`config.mk`:
```
export PLATFORM = sky130hd
export DESIGN_NAME = dxcd_top
export DESIGN_NICKNAME = d
export VERILOG_FILES = /design/src/design/dxcd_pkg.sv /design/src/design/dxcd_decode.sv /design/src/design/dxcd_lock.sv /design/src/design/dxcd_top.sv
export VERILOG_INCLUDE_DIRS = /design/src /design/src/design
export SDC_FILE = /design/constraint.sdc
export NUM_CORES = 1
export LEC_CHECK = 0
export BUFFER_PORTS_ARGS = -buffer_cell sky130_fd_sc_hd__buf_2
export CAP_MARGIN = 10
export CORE_AREA = 2 2 93 139
export CTS_CLUSTER_DIAMETER = 150
export DETAILED_ROUTE_END_ITERATION = 10
export DIE_AREA = 0 0 95 141
export GPL_TIMING_DRIVEN = 1
export PLACE_DENSITY = 0.77
export SYNTH_ARGS = -nofsm -noshare
export SYNTH_HDL_FRONTEND = slang
export SYNTH_SLANG_ARGS = --single-unit
```
`constraint.sdc`:
```
create_clock -name clk -period 2.18 [get_ports clk]
set_input_delay 0.436 -clock clk [delete_from_list [all_inputs] [get_ports clk]]
set_output_delay 0.436 -clock clk [all_outputs]
set_load 0.05 [all_outputs]
```
`src/design/dxcd_consts.svh`:
```
/*
 constant definitions for the mode register and command decode block.
 assumes it is included by bare name from the decode, lock and top design modules.
*/
// How it works
// - output mute bit disables data, both strobe polarities and extra read strobes.
// - topmost address bit used only on the byte-wide organisation.
// - mode set with select 0,1,0 loads second extended register from address.
// - mode register rewrites accepted in normal operation when all banks precharged.
// - bit seven enables hot refresh rate, only on extended temperature grades.
// - commands decoded from strobes and gate at rising edge; mode set, refresh.
// - activate and precharge decoded; address ten selects all banks; bank bits.
// - mode set select bits choose register, address bits are the opcode.
// - bursts of length four are never terminated or interrupted.
// - termination never affects decode and is off during self refresh.
// - self refresh and power down entered and exited by gate transitions.
// - wide part ignores topmost address bit on activate.
// - write, read, no operation and deselect decoded; address ten auto precharge.
// - loop off in self refresh, on after exit; 200 cycles before a read.
`ifndef DXCD_CONSTS_SVH
`define DXCD_CONSTS_SVH

`define DXCD_ADDR_W 15
`define DXCD_BANK_W 3
`define DXCD_NBANK 8
`define DXCD_SEL_MODE 3'h0
`define DXCD_SEL_EXT1 3'h1
`define DXCD_SEL_EXT2 3'h2
`define DXCD_SEL_EXT3 3'h3
`define DXCD_EXT1_EXTRA_READ_STROBE_BIT 11
`define DXCD_EXT1_MUTE_BIT 12
`define DXCD_EXT1_RTT_LO_BIT 2
`define DXCD_EXT1_RTT_HI_BIT 6
`define DXCD_EXT2_HOT_BIT 7
`define DXCD_AUTO_PRE_BIT 10
`define DXCD_TOP_ADDR_BIT 14
`define DXCD_LOCK_CYCLES 200
`define DXCD_LOCK_W 8
`define DXCD_BURST_FOUR 2'h0
`define DXCD_BURST_EIGHT 2'h1

`endif

```
`src/design/dxcd_pkg.sv`:
```
/*
 types for the mode register and command decode block.
 assumes nothing beyond the constants header.
*/
package dxcd_pkg;
	typedef enum logic [3:0] {
		DXCD_CMD_DESEL,
		DXCD_CMD_NOP,
		DXCD_CMD_MODE_SET,
		DXCD_CMD_REFRESH,
		DXCD_CMD_SELF_ENTER,
		DXCD_CMD_PRECHARGE,
		DXCD_CMD_ACTIVATE,
		DXCD_CMD_WRITE,
		DXCD_CMD_READ,
		DXCD_CMD_PD_ENTER,
		DXCD_CMD_WAKE,
		DXCD_CMD_ILLEGAL
	} dxcd_cmd_t;

	typedef enum logic [1:0] {
		DXCD_ST_AWAKE,
		DXCD_ST_POWER_DOWN,
		DXCD_ST_SELF_REFRESH
	} dxcd_state_t;
endpackage

```
`src/design/dxcd_decode.sv`:
```
/*
 registers the command pins and decodes one command per rising edge.
 assumes pins are synchronous to clk and driven to valid levels.
*/
`include "dxcd_consts.svh"

module dxcd_decode (
	input wire logic clk,
	input wire logic rst_n,
	input wire logic cke,
	input wire logic chip_sel_n,
	input wire logic row_strobe_n,
	input wire logic col_strobe_n,
	input wire logic write_strobe_n,
	input wire logic [`DXCD_BANK_W-1:0] bank_sel,
	input wire logic [`DXCD_ADDR_W-1:0] addr,
	output dxcd_pkg::dxcd_cmd_t cmd_q,
	output logic [`DXCD_BANK_W-1:0] bank_q,
	output logic [`DXCD_ADDR_W-1:0] addr_q
);
	logic cke_prev_q;

	// --------------------------------------------------------------
	// command table; termination is not an input here
	// --------------------------------------------------------------
	function automatic dxcd_pkg::dxcd_cmd_t decode_cmd(input logic prev, input logic cur, input logic cs_n,
		input logic ras_n, input logic cas_n, input logic we_n);
		logic idle;
		idle = cs_n | (ras_n & cas_n & we_n);
		decode_cmd = dxcd_pkg::DXCD_CMD_ILLEGAL;
		if (!prev) begin
			decode_cmd = (cur && idle) ? dxcd_pkg::DXCD_CMD_WAKE : dxcd_pkg::DXCD_CMD_NOP;
		end else if (!cur) begin
			if (idle)
				decode_cmd = dxcd_pkg::DXCD_CMD_PD_ENTER;
			else if ({ras_n, cas_n, we_n} == 3'h1)
				decode_cmd = dxcd_pkg::DXCD_CMD_SELF_ENTER;
		end else if (cs_n) begin
			decode_cmd = dxcd_pkg::DXCD_CMD_DESEL;
		end else begin
			case ({ras_n, cas_n, we_n})
				3'h0: decode_cmd = dxcd_pkg::DXCD_CMD_MODE_SET;
				3'h1: decode_cmd = dxcd_pkg::DXCD_CMD_REFRESH;
				3'h2: decode_cmd = dxcd_pkg::DXCD_CMD_PRECHARGE;
				3'h3: decode_cmd = dxcd_pkg::DXCD_CMD_ACTIVATE;
				3'h4: decode_cmd = dxcd_pkg::DXCD_CMD_WRITE;
				3'h5: decode_cmd = dxcd_pkg::DXCD_CMD_READ;
				3'h7: decode_cmd = dxcd_pkg::DXCD_CMD_NOP;
				default: decode_cmd = dxcd_pkg::DXCD_CMD_ILLEGAL;
			endcase
		end
	endfunction

	always_ff @(posedge clk or negedge rst_n) begin
		if (!rst_n)
			cke_prev_q <= 1'b0;
		else
			cke_prev_q <= cke;
	end

	always_ff @(posedge clk or negedge rst_n) begin
		if (!rst_n) begin
			cmd_q <= dxcd_pkg::DXCD_CMD_DESEL;
			bank_q <= '0;
			addr_q <= '0;
		end else begin
			cmd_q <= decode_cmd(cke_prev_q, cke, chip_sel_n, row_strobe_n, col_strobe_n, write_strobe_n);
			bank_q <= bank_sel;
			addr_q <= addr;
		end
	end
endmodule

```
`src/design/dxcd_lock.sv`:
```
/*
 delay locked loop enable and the read hold-off counter.
 assumes loop_off is held high for the whole of self refresh.
*/
`include "dxcd_consts.svh"

module dxcd_lock (
	input wire logic clk,
	input wire logic rst_n,
	input wire logic loop_off,
	output logic loop_en_q,
	output logic locked_q
);
	logic [`DXCD_LOCK_W-1:0] count_q;

	always_ff @(posedge clk or negedge rst_n) begin
		if (!rst_n) begin
			loop_en_q <= 1'b0;
			count_q <= '0;
			locked_q <= 1'b0;
		end else if (loop_off) begin
			loop_en_q <= 1'b0;
			count_q <= '0;
			locked_q <= 1'b0;
		end else begin
			loop_en_q <= 1'b1;
			if (count_q != `DXCD_LOCK_W'(`DXCD_LOCK_CYCLES - 1))
				count_q <= count_q + `DXCD_LOCK_W'(1);
			locked_q <= (count_q == `DXCD_LOCK_W'(`DXCD_LOCK_CYCLES - 1));
		end
	end
endmodule

```
`src/design/dxcd_top.sv`:
```
/*
 mode register capture, power state tracking and command acceptance for the
 memory device. assumes a controller that keeps its own timing and init rules.
*/
`include "dxcd_consts.svh"

module dxcd_top #(
	parameter bit WIDE_PART = 1'b0,
	parameter bit HOT_GRADE = 1'b1
) (
	input wire logic clk,
	input wire logic rst_n,
	input wire logic cke,
	input wire logic chip_sel_n,
	input wire logic row_strobe_n,
	input wire logic col_strobe_n,
	input wire logic write_strobe_n,
	input wire logic [`DXCD_BANK_W-1:0] bank_sel,
	input wire logic [`DXCD_ADDR_W-1:0] addr,
	input wire logic die_termination,
	output logic [`DXCD_ADDR_W-1:0] mode_reg_q,
	output logic [`DXCD_ADDR_W-1:0] ext_mode_reg_one_q,
	output logic [`DXCD_ADDR_W-1:0] ext_mode_two_refresh_ctrl_q,
	output logic [`DXCD_ADDR_W-1:0] ext_mode_three_reserved_q,
	output logic hot_refresh_rate_q,
	output logic data_out_en_q,
	output logic strobe_out_en_q,
	output logic strobe_n_out_en_q,
	output logic extra_read_strobe_en_q,
	output logic term_en_q,
	output logic [`DXCD_NBANK-1:0] bank_open_q,
	output logic [`DXCD_ADDR_W-1:0] row_q,
	output logic [9:0] col_q,
	output logic [`DXCD_BANK_W-1:0] target_bank_q,
	output logic act_pulse_q,
	output logic pre_pulse_q,
	output logic rd_pulse_q,
	output logic wr_pulse_q,
	output logic auto_pre_q,
	output logic refresh_pulse_q,
	output logic mode_set_pulse_q,
	output logic cmd_reject_q,
	output logic self_refresh_q,
	output logic power_down_q,
	output logic loop_en_q,
	output logic read_ready_q
);
	dxcd_pkg::dxcd_cmd_t cmd;
	dxcd_pkg::dxcd_state_t state_q;
	logic [`DXCD_BANK_W-1:0] bank;
	logic [`DXCD_ADDR_W-1:0] addr_r;
	logic [`DXCD_ADDR_W-1:0] addr_eff;
	logic [1:0] burst_left_q;
	logic all_idle;
	logic awake;
	logic burst_busy;
	logic mode_ok;
	logic loop_off;

	// --------------------------------------------------------------
	// helpers
	// --------------------------------------------------------------
	function automatic logic [`DXCD_ADDR_W-1:0] trim_top(input logic [`DXCD_ADDR_W-1:0] a);
		trim_top = a;
		if (WIDE_PART)
			trim_top[`DXCD_TOP_ADDR_BIT] = 1'b0;
	endfunction

	dxcd_decode u_decode (
		.clk(clk),
		.rst_n(rst_n),
		.cke(cke),
		.chip_sel_n(chip_sel_n),
		.row_strobe_n(row_strobe_n),
		.col_strobe_n(col_strobe_n),
		.write_strobe_n(write_strobe_n),
		.bank_sel(bank_sel),
		.addr(addr),
		.cmd_q(cmd),
		.bank_q(bank),
		.addr_q(addr_r)
	);

	assign addr_eff = trim_top(addr_r);
	assign all_idle = (bank_open_q == '0);
	assign awake = (state_q == dxcd_pkg::DXCD_ST_AWAKE);
	// the pulse cycle itself counts, so a back-to-back column command is held off too
	assign burst_busy = (burst_left_q != 2'h0) ||
		((rd_pulse_q || wr_pulse_q) && mode_reg_q[1:0] == `DXCD_BURST_FOUR);
	assign mode_ok = awake && all_idle && !burst_busy;
	assign loop_off = (state_q == dxcd_pkg::DXCD_ST_SELF_REFRESH);

	// --------------------------------------------------------------
	// power state
	// --------------------------------------------------------------
	always_ff @(posedge clk or negedge rst_n) begin
		if (!rst_n) begin
			state_q <= dxcd_pkg::DXCD_ST_AWAKE;
		end else begin
			case (state_q)
				dxcd_pkg::DXCD_ST_AWAKE: begin
					if (cmd == dxcd_pkg::DXCD_CMD_SELF_ENTER && all_idle && !burst_busy)
						state_q <= dxcd_pkg::DXCD_ST_SELF_REFRESH;
					else if (cmd == dxcd_pkg::DXCD_CMD_PD_ENTER && !burst_busy)
						state_q <= dxcd_pkg::DXCD_ST_POWER_DOWN;
				end
				dxcd_pkg::DXCD_ST_POWER_DOWN,
				dxcd_pkg::DXCD_ST_SELF_REFRESH: begin
					if (cmd == dxcd_pkg::DXCD_CMD_WAKE)
						state_q <= dxcd_pkg::DXCD_ST_AWAKE;
				end
				default: state_q <= dxcd_pkg::DXCD_ST_AWAKE;
			endcase
		end
	end

	always_ff @(posedge clk or negedge rst_n) begin
		if (!rst_n) begin
			self_refresh_q <= 1'b0;
			power_down_q <= 1'b0;
		end else begin
			self_refresh_q <= (state_q == dxcd_pkg::DXCD_ST_SELF_REFRESH);
			power_down_q <= (state_q == dxcd_pkg::DXCD_ST_POWER_DOWN);
		end
	end

	// --------------------------------------------------------------
	// mode registers
	// --------------------------------------------------------------
	always_ff @(posedge clk or negedge rst_n) begin
		if (!rst_n) begin
			mode_reg_q <= '0;
			ext_mode_reg_one_q <= '0;
			ext_mode_two_refresh_ctrl_q <= '0;
			ext_mode_three_reserved_q <= '0;
		end else if (cmd == dxcd_pkg::DXCD_CMD_MODE_SET && mode_ok) begin
			case (bank)
				`DXCD_SEL_MODE: mode_reg_q <= addr_eff;
				`DXCD_SEL_EXT1: ext_mode_reg_one_q <= addr_eff;
				`DXCD_SEL_EXT2: ext_mode_two_refresh_ctrl_q <= addr_eff;
				`DXCD_SEL_EXT3: ext_mode_three_reserved_q <= addr_eff;
				default: ;
			endcase
		end
	end

	always_ff @(posedge clk or negedge rst_n) begin
		if (!rst_n)
			hot_refresh_rate_q <= 1'b0;
		else
			hot_refresh_rate_q <= HOT_GRADE && ext_mode_two_refresh_ctrl_q[`DXCD_EXT2_HOT_BIT];
	end

	// --------------------------------------------------------------
	// output enables and termination
	// --------------------------------------------------------------
	always_ff @(posedge clk or negedge rst_n) begin
		if (!rst_n) begin
			data_out_en_q <= 1'b0;
			strobe_out_en_q <= 1'b0;
			strobe_n_out_en_q <= 1'b0;
			extra_read_strobe_en_q <= 1'b0;
		end else begin
			data_out_en_q <= !ext_mode_reg_one_q[`DXCD_EXT1_MUTE_BIT];
			strobe_out_en_q <= !ext_mode_reg_one_q[`DXCD_EXT1_MUTE_BIT];
			strobe_n_out_en_q <= !ext_mode_reg_one_q[`DXCD_EXT1_MUTE_BIT] &&
				!ext_mode_reg_one_q[`DXCD_AUTO_PRE_BIT];
			extra_read_strobe_en_q <= !ext_mode_reg_one_q[`DXCD_EXT1_MUTE_BIT] && !WIDE_PART &&
				ext_mode_reg_one_q[`DXCD_EXT1_EXTRA_READ_STROBE_BIT];
		end
	end

	always_ff @(posedge clk or negedge rst_n) begin
		if (!rst_n)
			term_en_q <= 1'b0;
		else
			term_en_q <= die_termination && !loop_off &&
				(ext_mode_reg_one_q[`DXCD_EXT1_RTT_LO_BIT] || ext_mode_reg_one_q[`DXCD_EXT1_RTT_HI_BIT]);
	end

	// --------------------------------------------------------------
	// bank state and command pulses
	// --------------------------------------------------------------
	always_ff @(posedge clk or negedge rst_n) begin
		if (!rst_n) begin
			bank_open_q <= '0;
		end else if (awake) begin
			if (cmd == dxcd_pkg::DXCD_CMD_ACTIVATE)
				bank_open_q[bank] <= 1'b1;
			else if (cmd == dxcd_pkg::DXCD_CMD_PRECHARGE && !burst_busy) begin
				if (addr_r[`DXCD_AUTO_PRE_BIT])
					bank_open_q <= '0;
				else
					bank_open_q[bank] <= 1'b0;
			end
		end
	end

	// a length four burst holds off any new column command for two cycles
	always_ff @(posedge clk or negedge rst_n) begin
		if (!rst_n)
			burst_left_q <= 2'h0;
		else if ((rd_pulse_q || wr_pulse_q) && mode_reg_q[1:0] == `DXCD_BURST_FOUR)
			burst_left_q <= 2'h1;
		else if (burst_busy)
			burst_left_q <= burst_left_q - 2'h1;
	end

	always_ff @(posedge clk or negedge rst_n) begin
		if (!rst_n) begin
			act_pulse_q <= 1'b0;
			pre_pulse_q <= 1'b0;
			rd_pulse_q <= 1'b0;
			wr_pulse_q <= 1'b0;
			refresh_pulse_q <= 1'b0;
			mode_set_pulse_q <= 1'b0;
			cmd_reject_q <= 1'b0;
			auto_pre_q <= 1'b0;
			target_bank_q <= '0;
			row_q <= '0;
			col_q <= '0;
		end else begin
			act_pulse_q <= awake && cmd == dxcd_pkg::DXCD_CMD_ACTIVATE;
			pre_pulse_q <= awake && cmd == dxcd_pkg::DXCD_CMD_PRECHARGE && !burst_busy;
			rd_pulse_q <= awake && cmd == dxcd_pkg::DXCD_CMD_READ && !burst_busy && read_ready_q;
			wr_pulse_q <= awake && cmd == dxcd_pkg::DXCD_CMD_WRITE && !burst_busy;
			refresh_pulse_q <= awake && cmd == dxcd_pkg::DXCD_CMD_REFRESH && all_idle;
			mode_set_pulse_q <= cmd == dxcd_pkg::DXCD_CMD_MODE_SET && mode_ok;
			cmd_reject_q <= cmd == dxcd_pkg::DXCD_CMD_ILLEGAL ||
				(cmd == dxcd_pkg::DXCD_CMD_MODE_SET && !mode_ok);
			auto_pre_q <= addr_r[`DXCD_AUTO_PRE_BIT];
			target_bank_q <= bank;
			if (cmd == dxcd_pkg::DXCD_CMD_ACTIVATE)
				row_q <= addr_eff;
			col_q <= addr_r[9:0];
		end
	end

	dxcd_lock u_lock (
		.clk(clk),
		.rst_n(rst_n),
		.loop_off(loop_off),
		.loop_en_q(loop_en_q),
		.locked_q(read_ready_q)
	);
endmodule

```
# Word level (Yosys, flattened, before mapping)
# Cells that the tools add are included.
[op_classes] addsub=2 magnitude_cmp=2 eq_ne=25 muxes=22 bitwise=6 n_reduce_logical=50
[op_table] operator="$mux 8" n=5
[op_table] operator="$pmux 4 s7" n=1
[op_table] operator="$logic_and 1x1->1" n=25
[op_table] operator="$mux 4" n=6
[op_table] operator="$eq 4x3->1 const B" n=4
[op_table] operator="$eq 4x4->1 const B" n=4
[op_table] operator="$eq 3x2->1 const B" n=4
[op_table] operator="$reduce_and 2->1" n=6
[op_table] operator="$mux 2" n=5
[op_table] operator="$eq 3x3->1 const B" n=3
[op_table] operator="$add 8x1->8 const B" n=1
[op_table] operator="$and 8x8->8" n=1
[op_table] operator="$eq 4x2->1 const B" n=2
[op_table] operator="$eq 8x8->1 const B" n=1
[op_table] operator="$logic_not 8->1" n=1
[op_table] operator="$ne 8x8->1 const B" n=1
[op_table] operator="$not 8->8" n=1
[op_table] operator="$or 8x8->8" n=1
[op_table] operator="$reduce_bool 2->1" n=4
[op_table] operator="$eq 3x1->1 const B" n=2
[op_table] operator="$logic_not 3->1" n=2
[op_table] operator="$logic_not 1->1" n=5
[op_table] operator="$logic_not 2->1" n=2
[op_table] operator="$logic_or 1x1->1" n=4
[op_table] operator="other kinds (13)" n=16
[word_totals] ff_bits=148

# Longest topological paths before layout
[depth] depth_word=9 depth_mapped=8

# By module
# From an unflattened synthesis, not the netlist that was laid out.
[unflattened] cells_unflattened=399 area_unflattened_um2=5883.1
[by_module_without_submodules] module="dxcd_top" instances=1 cells_each=296 area_each_um2=4594.4
[by_module_without_submodules] module="dxcd_decode" instances=1 cells_each=58 area_each_um2=812.0
[by_module_without_submodules] module="dxcd_lock" instances=1 cells_each=45 area_each_um2=476.7

# Least setup slack after synthesis
# No wires, ideal clock.
[synth_path] path_kind="register -> register" startpoint="reg bank_open_q[2]" endpoint="reg ext_mode_three_reserved_q[11]" setup_time_ns=0.125 arrival_ns=2.379 setup_slack_ns=-0.324 stages_incl_launch_ff=7 n_path_buf=2 synth_period_minus_slack_ns=2.504 cell_sequence="dfrtp_1 -> or4_4 -> a2111oi_4 -> and3_1 -> buf_4 -> buf_12 -> mux2_2"
[synth_via] elab_chain_cells=5
[synth_lines] item="start, declared" line="dxcd_top.sv:31" source="output logic [`DXCD_NBANK-1:0] bank_open_q,"
[synth_lines] item="start signal, assigned" line="dxcd_top.sv:186" source="bank_open_q <= '0;"
[synth_lines] item="start signal, assigned by index" line="dxcd_top.sv:189" source="bank_open_q[bank] <= 1'b1;"
[synth_lines] item="start signal, assigned" line="dxcd_top.sv:192" source="bank_open_q <= '0;"
[synth_lines] item="$logic_not 8->1" line="dxcd_top.sv:85" source="assign all_idle = (bank_open_q == '0);"
[synth_lines] item="$logic_and 1x1->1 (2 in a row)" line="dxcd_top.sv:90" source="assign mode_ok = awake && all_idle && !burst_busy;"
[synth_lines] item="$logic_and 1x1->1" line="dxcd_top.sv:136" source="end else if (cmd == dxcd_pkg::DXCD_CMD_MODE_SET && mode_ok) begin"
[synth_lines] item="$reduce_and 2->1 (no line)"
[synth_lines] item="end signal, assigned" line="dxcd_top.sv:141" source="`DXCD_SEL_EXT3: ext_mode_three_reserved_q <= addr_eff;"
[synth_lines] item="end, declared" line="dxcd_top.sv:24" source="output logic [`DXCD_ADDR_W-1:0] ext_mode_three_reserved_q,"
# Every way passes these cells.
# A chain may end at the register's enable or synchronous reset.

# Worst setup path in the final report
[layout_path] startpoint="reg bank_open_q[2]" endpoint="reg ext_mode_two_refresh_ctrl_q[14]"
[layout_via] elab_chain_cells=5
[layout_lines] item="$logic_not 8->1" line="dxcd_top.sv:85"
[layout_lines] item="$logic_and 1x1->1 (2 in a row)" line="dxcd_top.sv:90"
[layout_lines] item="$logic_and 1x1->1" line="dxcd_top.sv:136"
[layout_lines] item="$reduce_and 2->1 (no line)"
[layout_lines] item="end signal, assigned" line="dxcd_top.sv:140" source="`DXCD_SEL_EXT2: ext_mode_two_refresh_ctrl_q <= addr_eff;"
[layout_lines] item="end, declared" line="dxcd_top.sv:23" source="output logic [`DXCD_ADDR_W-1:0] ext_mode_two_refresh_ctrl_q,"
# Every way passes these cells.

==> out/metrics.csv <==
stage,metric,value,unit
detailed_routing,wl_per_cell,17.8,um
min_path,whs_path_depth,1,
sta,final_max_slew_viol_count,0,
clock_network,clk-insertion-delay-late,0.42,ns
yosys,syn_area,5740,um^2
finish,fillCellCount,945,
yosys,mappedNetlistNets,431,
floorplanning,die-area,13400,um^2
worst_setup_path,max_stage_delay,0.55,ns
detailed_routing,wl,13000,um
worst_setup_path,critPathRequiredTime,2.48,ns
sta,hold_violations,0,
yosys,postSynthAreaPerCell,14.3,um^2
floorplanning,dieHeight,141,um
sta,worst_slack,-0.0570,ns
sta,fin_worst_skew,0.0118,ns
worst_setup_path,reg2reg_depth,6,
power,vdd_drop_max,0.000616,V
grt,grt_max_degree,66,
finish,regArea,3710,um^2
yosys,synth_top_family_by_area,multiplexers,
grt,antenna_found_initial,0,
worst_setup_path,cp-start-kind,register,
yosys,synth_async_sr_flop_share,100,%
yosys,synth_xor_area_share,1.37,%
yosys,synth.mux.area_fraction,17.0,%
sta,min_period,2.24,ns
run,drv_cap,0,
floorplanning,ios,140,
yosys,synth_edf_count,0,
run_status,status,finished with violations,
finish,final_core_util,60.6,%
finish,multi_input_area,1960,um^2
yosys,synth-compound-area-share,5.19,%
sta,finalCritPeriodShare,103,%
yosys,synth.distinct_cells,48,
finish,antennaDiodeCount,0,
detailed_routing,drt-initial-drc-count,152,
worst_setup_path,endpoint_kind,register,
finish,area_delta_synth_final,30.2,%
place,hpwl,9090,um
detailed_routing,detail-route-antenna-nets,0,
clock_network,cts_sinks,148,
yosys,yosys.area_share.simple,7.83,%
grt,grt_pass1_vias,3959,
power,p_total,0.00812,W
worst_setup_path,rr_endpoint,ext_mode_two_refresh_ctrl_q[14]$_DFFE_PN0P_,
yosys,synth_ff_type,dfrtp_1,
min_path,hp-class,primary input to register,
floorplanning,rows,50,
yosys,syn_inst,400,
sta,fmax,447,MHz
clock_network,cts_buffer_depth,2,
floorplanning,core,12300,um^2
sta,slew_headroom,59.0,%
min_path,min_to,u_decode.addr_q[8]$_DFF_PN0_,
floorplanning,die_w,95,um
floorplanning,initial_utilization,46.6,%
sta,finalSetupViolCount,54,
place,routabilityCongestion,0.923,
worst_setup_path,r2r_start,bank_open_q[2]$_DFFE_PN0P_,
worst_setup_path,crit_chain,"or4_4, a2111oi_4, buf_4, nand3_2, buf_12, mux2_4",
grt,grt_use_total,20.3,%
clock_network,cts_tree,built,
min_path,hold_path.startpoint,addr[8],
clock_network,post_cts_buffers,0,
grt,grt_pass1_wl,20500,um
detailed_routing,vias,3838,
finish,layout.nets,594,
clock_network,clockRootBuffer,clkbuf_16,
yosys,synthAdderAreaFrac,1.09,%
clock_network,htreeDepth,4,
yosys,ys_ff_latch,148,
power,powerDensity,1090,nW/um^2
grt,grt-ovfl-total,0,
sta,worst_slew_pin_slew,0.613,ns
worst_setup_path,cp_slowest_cell,or4_4,
power,power_leakage,4.01,nW
worst_setup_path,crit_fanout,15,
worst_setup_path,critical_path_class,register to register,
place,dpl-instance-area,6800,um^2
finish,drive_above_1_share,50.2,%
finish,final_area,7470,um^2
worst_setup_path,arrival,2.54,ns
detailed_routing,viasPerCell,5.24,
place,io_buffers,139,
sta,rsz0062_at_grt,yes,
clock_network,path_clk_slew,0.07,ns
yosys,ys_seq_area_share,64.5,%
run_status,violations,negative setup slack,
place,pre_cts_slack,-0.0554,ns
detailed_routing,first_pass_iters,5,
detailed_routing,drc,0,
worst_setup_path,r2r_slack,-0.06,ns
clock_network,numCtsBuffers,17,
yosys,ys.warnings.count,0,
## layout make-up
type	count	area share [%]
multi-input combinational	219	26.2
sequential	148	49.7
timing repair buffer	163	13.1
tap	156	2.61
clock inverter	15	1.94
clock buffer	17	5.70
inverter	14	0.704
## power by group
part | leakage, nW | switching [W] | internal, W
logic | 1.81 | 0.00132 | 0.000656
registers | 1.92 | 0.000261 | 0.00309
clock network | 0.278 | 0.00120 | 0.00160
total | 4.01 | 0.00278 | 0.00534
## sequential cells by signal (all words and copies together), names as in the netlist, 2 cells and up
| signal | count |
|---|---|
| u_lock.count_q | 8 |
| ext_mode_reg_one_q | 15 |
| ext_mode_two_refresh_ctrl_q | 15 |
| row_q | 15 |
| mode_reg_q | 15 |
| u_decode.cmd_q | 4 |
| u_decode.addr_q | 15 |
| state_q | 2 |
| bank_open_q | 8 |
| burst_left_q | 2 |
| ext_mode_three_reserved_q | 15 |
| target_bank_q | 3 |
| u_decode.bank_q | 3 |
| col_q | 10 |
## stage by stage
| stage | hold WS [ns] | TNS [ns] | instances |
|---|---|---|---|
| after global routing | 0.101 | -3.86 | 732 |
| after detailed placement | 0.350 | -1.29 | 698 |
| after floorplan | 0.140 | -7.17 | 400 |
| final | 0.118 | -1.44 | 732 |
| after global placement | 0.339 | -0.211 | 698 |
| after CTS | 0.102 | -1.65 | 731 |
## cells in the final DEF, fill, tap and decap left out, types with 5 or more instances in the layout
| master | Yosys | layout |
|---|---|---|
| a31oi_1 | 8 | 8 |
| dfrtp_2 | 0 | 6 |
| buf_2 | 0 | 138 |
| inv_6 | 0 | 7 |
| ha_1 | 5 | 5 |
| mux2_2 | 42 | 30 |
| nand2_1 | 18 | 18 |
| dfrtp_1 | 148 | 142 |
| nor2_1 | 21 | 21 |
| a21oi_1 | 6 | 6 |
| o31ai_1 | 5 | 5 |
| mux2_4 | 30 | 45 |
| clkbuf_16 | 0 | 18 |
| nor2b_1 | 5 | 5 |
| o21ai_0 | 17 | 17 |
| buf_4 | 2 | 14 |
| buf_12 | 1 | 5 |
| inv_1 | 14 | 14 |
| xor2_1 | 7 | 7 |
| nand2b_1 | 5 | 5 |
## cell families after synthesis
| family | after synthesis |
|---|---|
| xor gates and xnor gates | 9 |
| and+or+nand+nor | 83 |
| AOI/OAI and AO/OA | 45 |
| muxes | 77 |
| DFF | 148 |
| adders and majority gates | 5 |
| buffers and inverters | 33 |
## timing repair
item / 4_1_cts / 5_1_grt
setup endpoints to repair: 55 / 60
resized for setup: 12 / 3
hold endpoints to repair: 33 / 0
gates cloned: 0 / 1
pin swaps: 1 / 0
hold buffers: 1 / 0
## worst max-delay path, delay by kind of cell, from the launching register on
family	cells	cell delay, ns
AND/OR/NAND/NOR	2	0.63
multiplexers	1	0.30
buffers and inverters	2	0.39
flip-flops	1	0.40
AO/OA/AOI/OAI	1	0.39
## Yosys cell counts, drive strengths merged (4+ instances only)
master    n  area (um^2)
nor3      4         20.0
a21oi     6         30.0
nand2    18         67.6
inv      14         52.6
nand2b    5         31.3
nor2     21         78.8
o31ai     5         37.5
buf       7         72.6
nor2b     5         31.3
o21ai    17         85.1
dfrtp   148         3700
ha        5         62.6
and3      5         31.3
clkbuf   12         45.0
a31oi     8         50.1
mux2     75          957
xor2      7         61.3
nand3     7         50.1
## how the worst max path moves through the flow
| stage | start | end | slack, ns | depth (start not counted) |
|---|---|---|---|---|
| after floorplan | bank_open_q[4]$_DFFE_PN0P_ | ext_mode_three_reserved_q[10]$_DFFE_PN0P_ | -0.21 | 6 |
| after global placement | bank_open_q[4]$_DFFE_PN0P_ | ext_mode_three_reserved_q[1]$_DFFE_PN0P_ | -0.03 | 5 |
| after detailed placement | bank_open_q[4]$_DFFE_PN0P_ | ext_mode_three_reserved_q[3]$_DFFE_PN0P_ | -0.06 | 5 |
| after CTS | bank_open_q[2]$_DFFE_PN0P_ | ext_mode_two_refresh_ctrl_q[14]$_DFFE_PN0P_ | -0.06 | 6 |
| after global routing | bank_open_q[2]$_DFFE_PN0P_ | ext_mode_two_refresh_ctrl_q[14]$_DFFE_PN0P_ | -0.1 | 6 |
| final | bank_open_q[2]$_DFFE_PN0P_ | ext_mode_two_refresh_ctrl_q[14]$_DFFE_PN0P_ | -0.06 | 6 |
## layer usage
layer  up-vias  global-route usage, %  part of all wire [%]
met1      1964                   24.2                    40
li1       1721                      -                     -
met3        18                   5.29                   5.5
met2       135                   33.8                    53
met5         -                      0                     0
met4         0                   9.84                   2.0
Note: power is estimated with default switching activity, not from simulation.
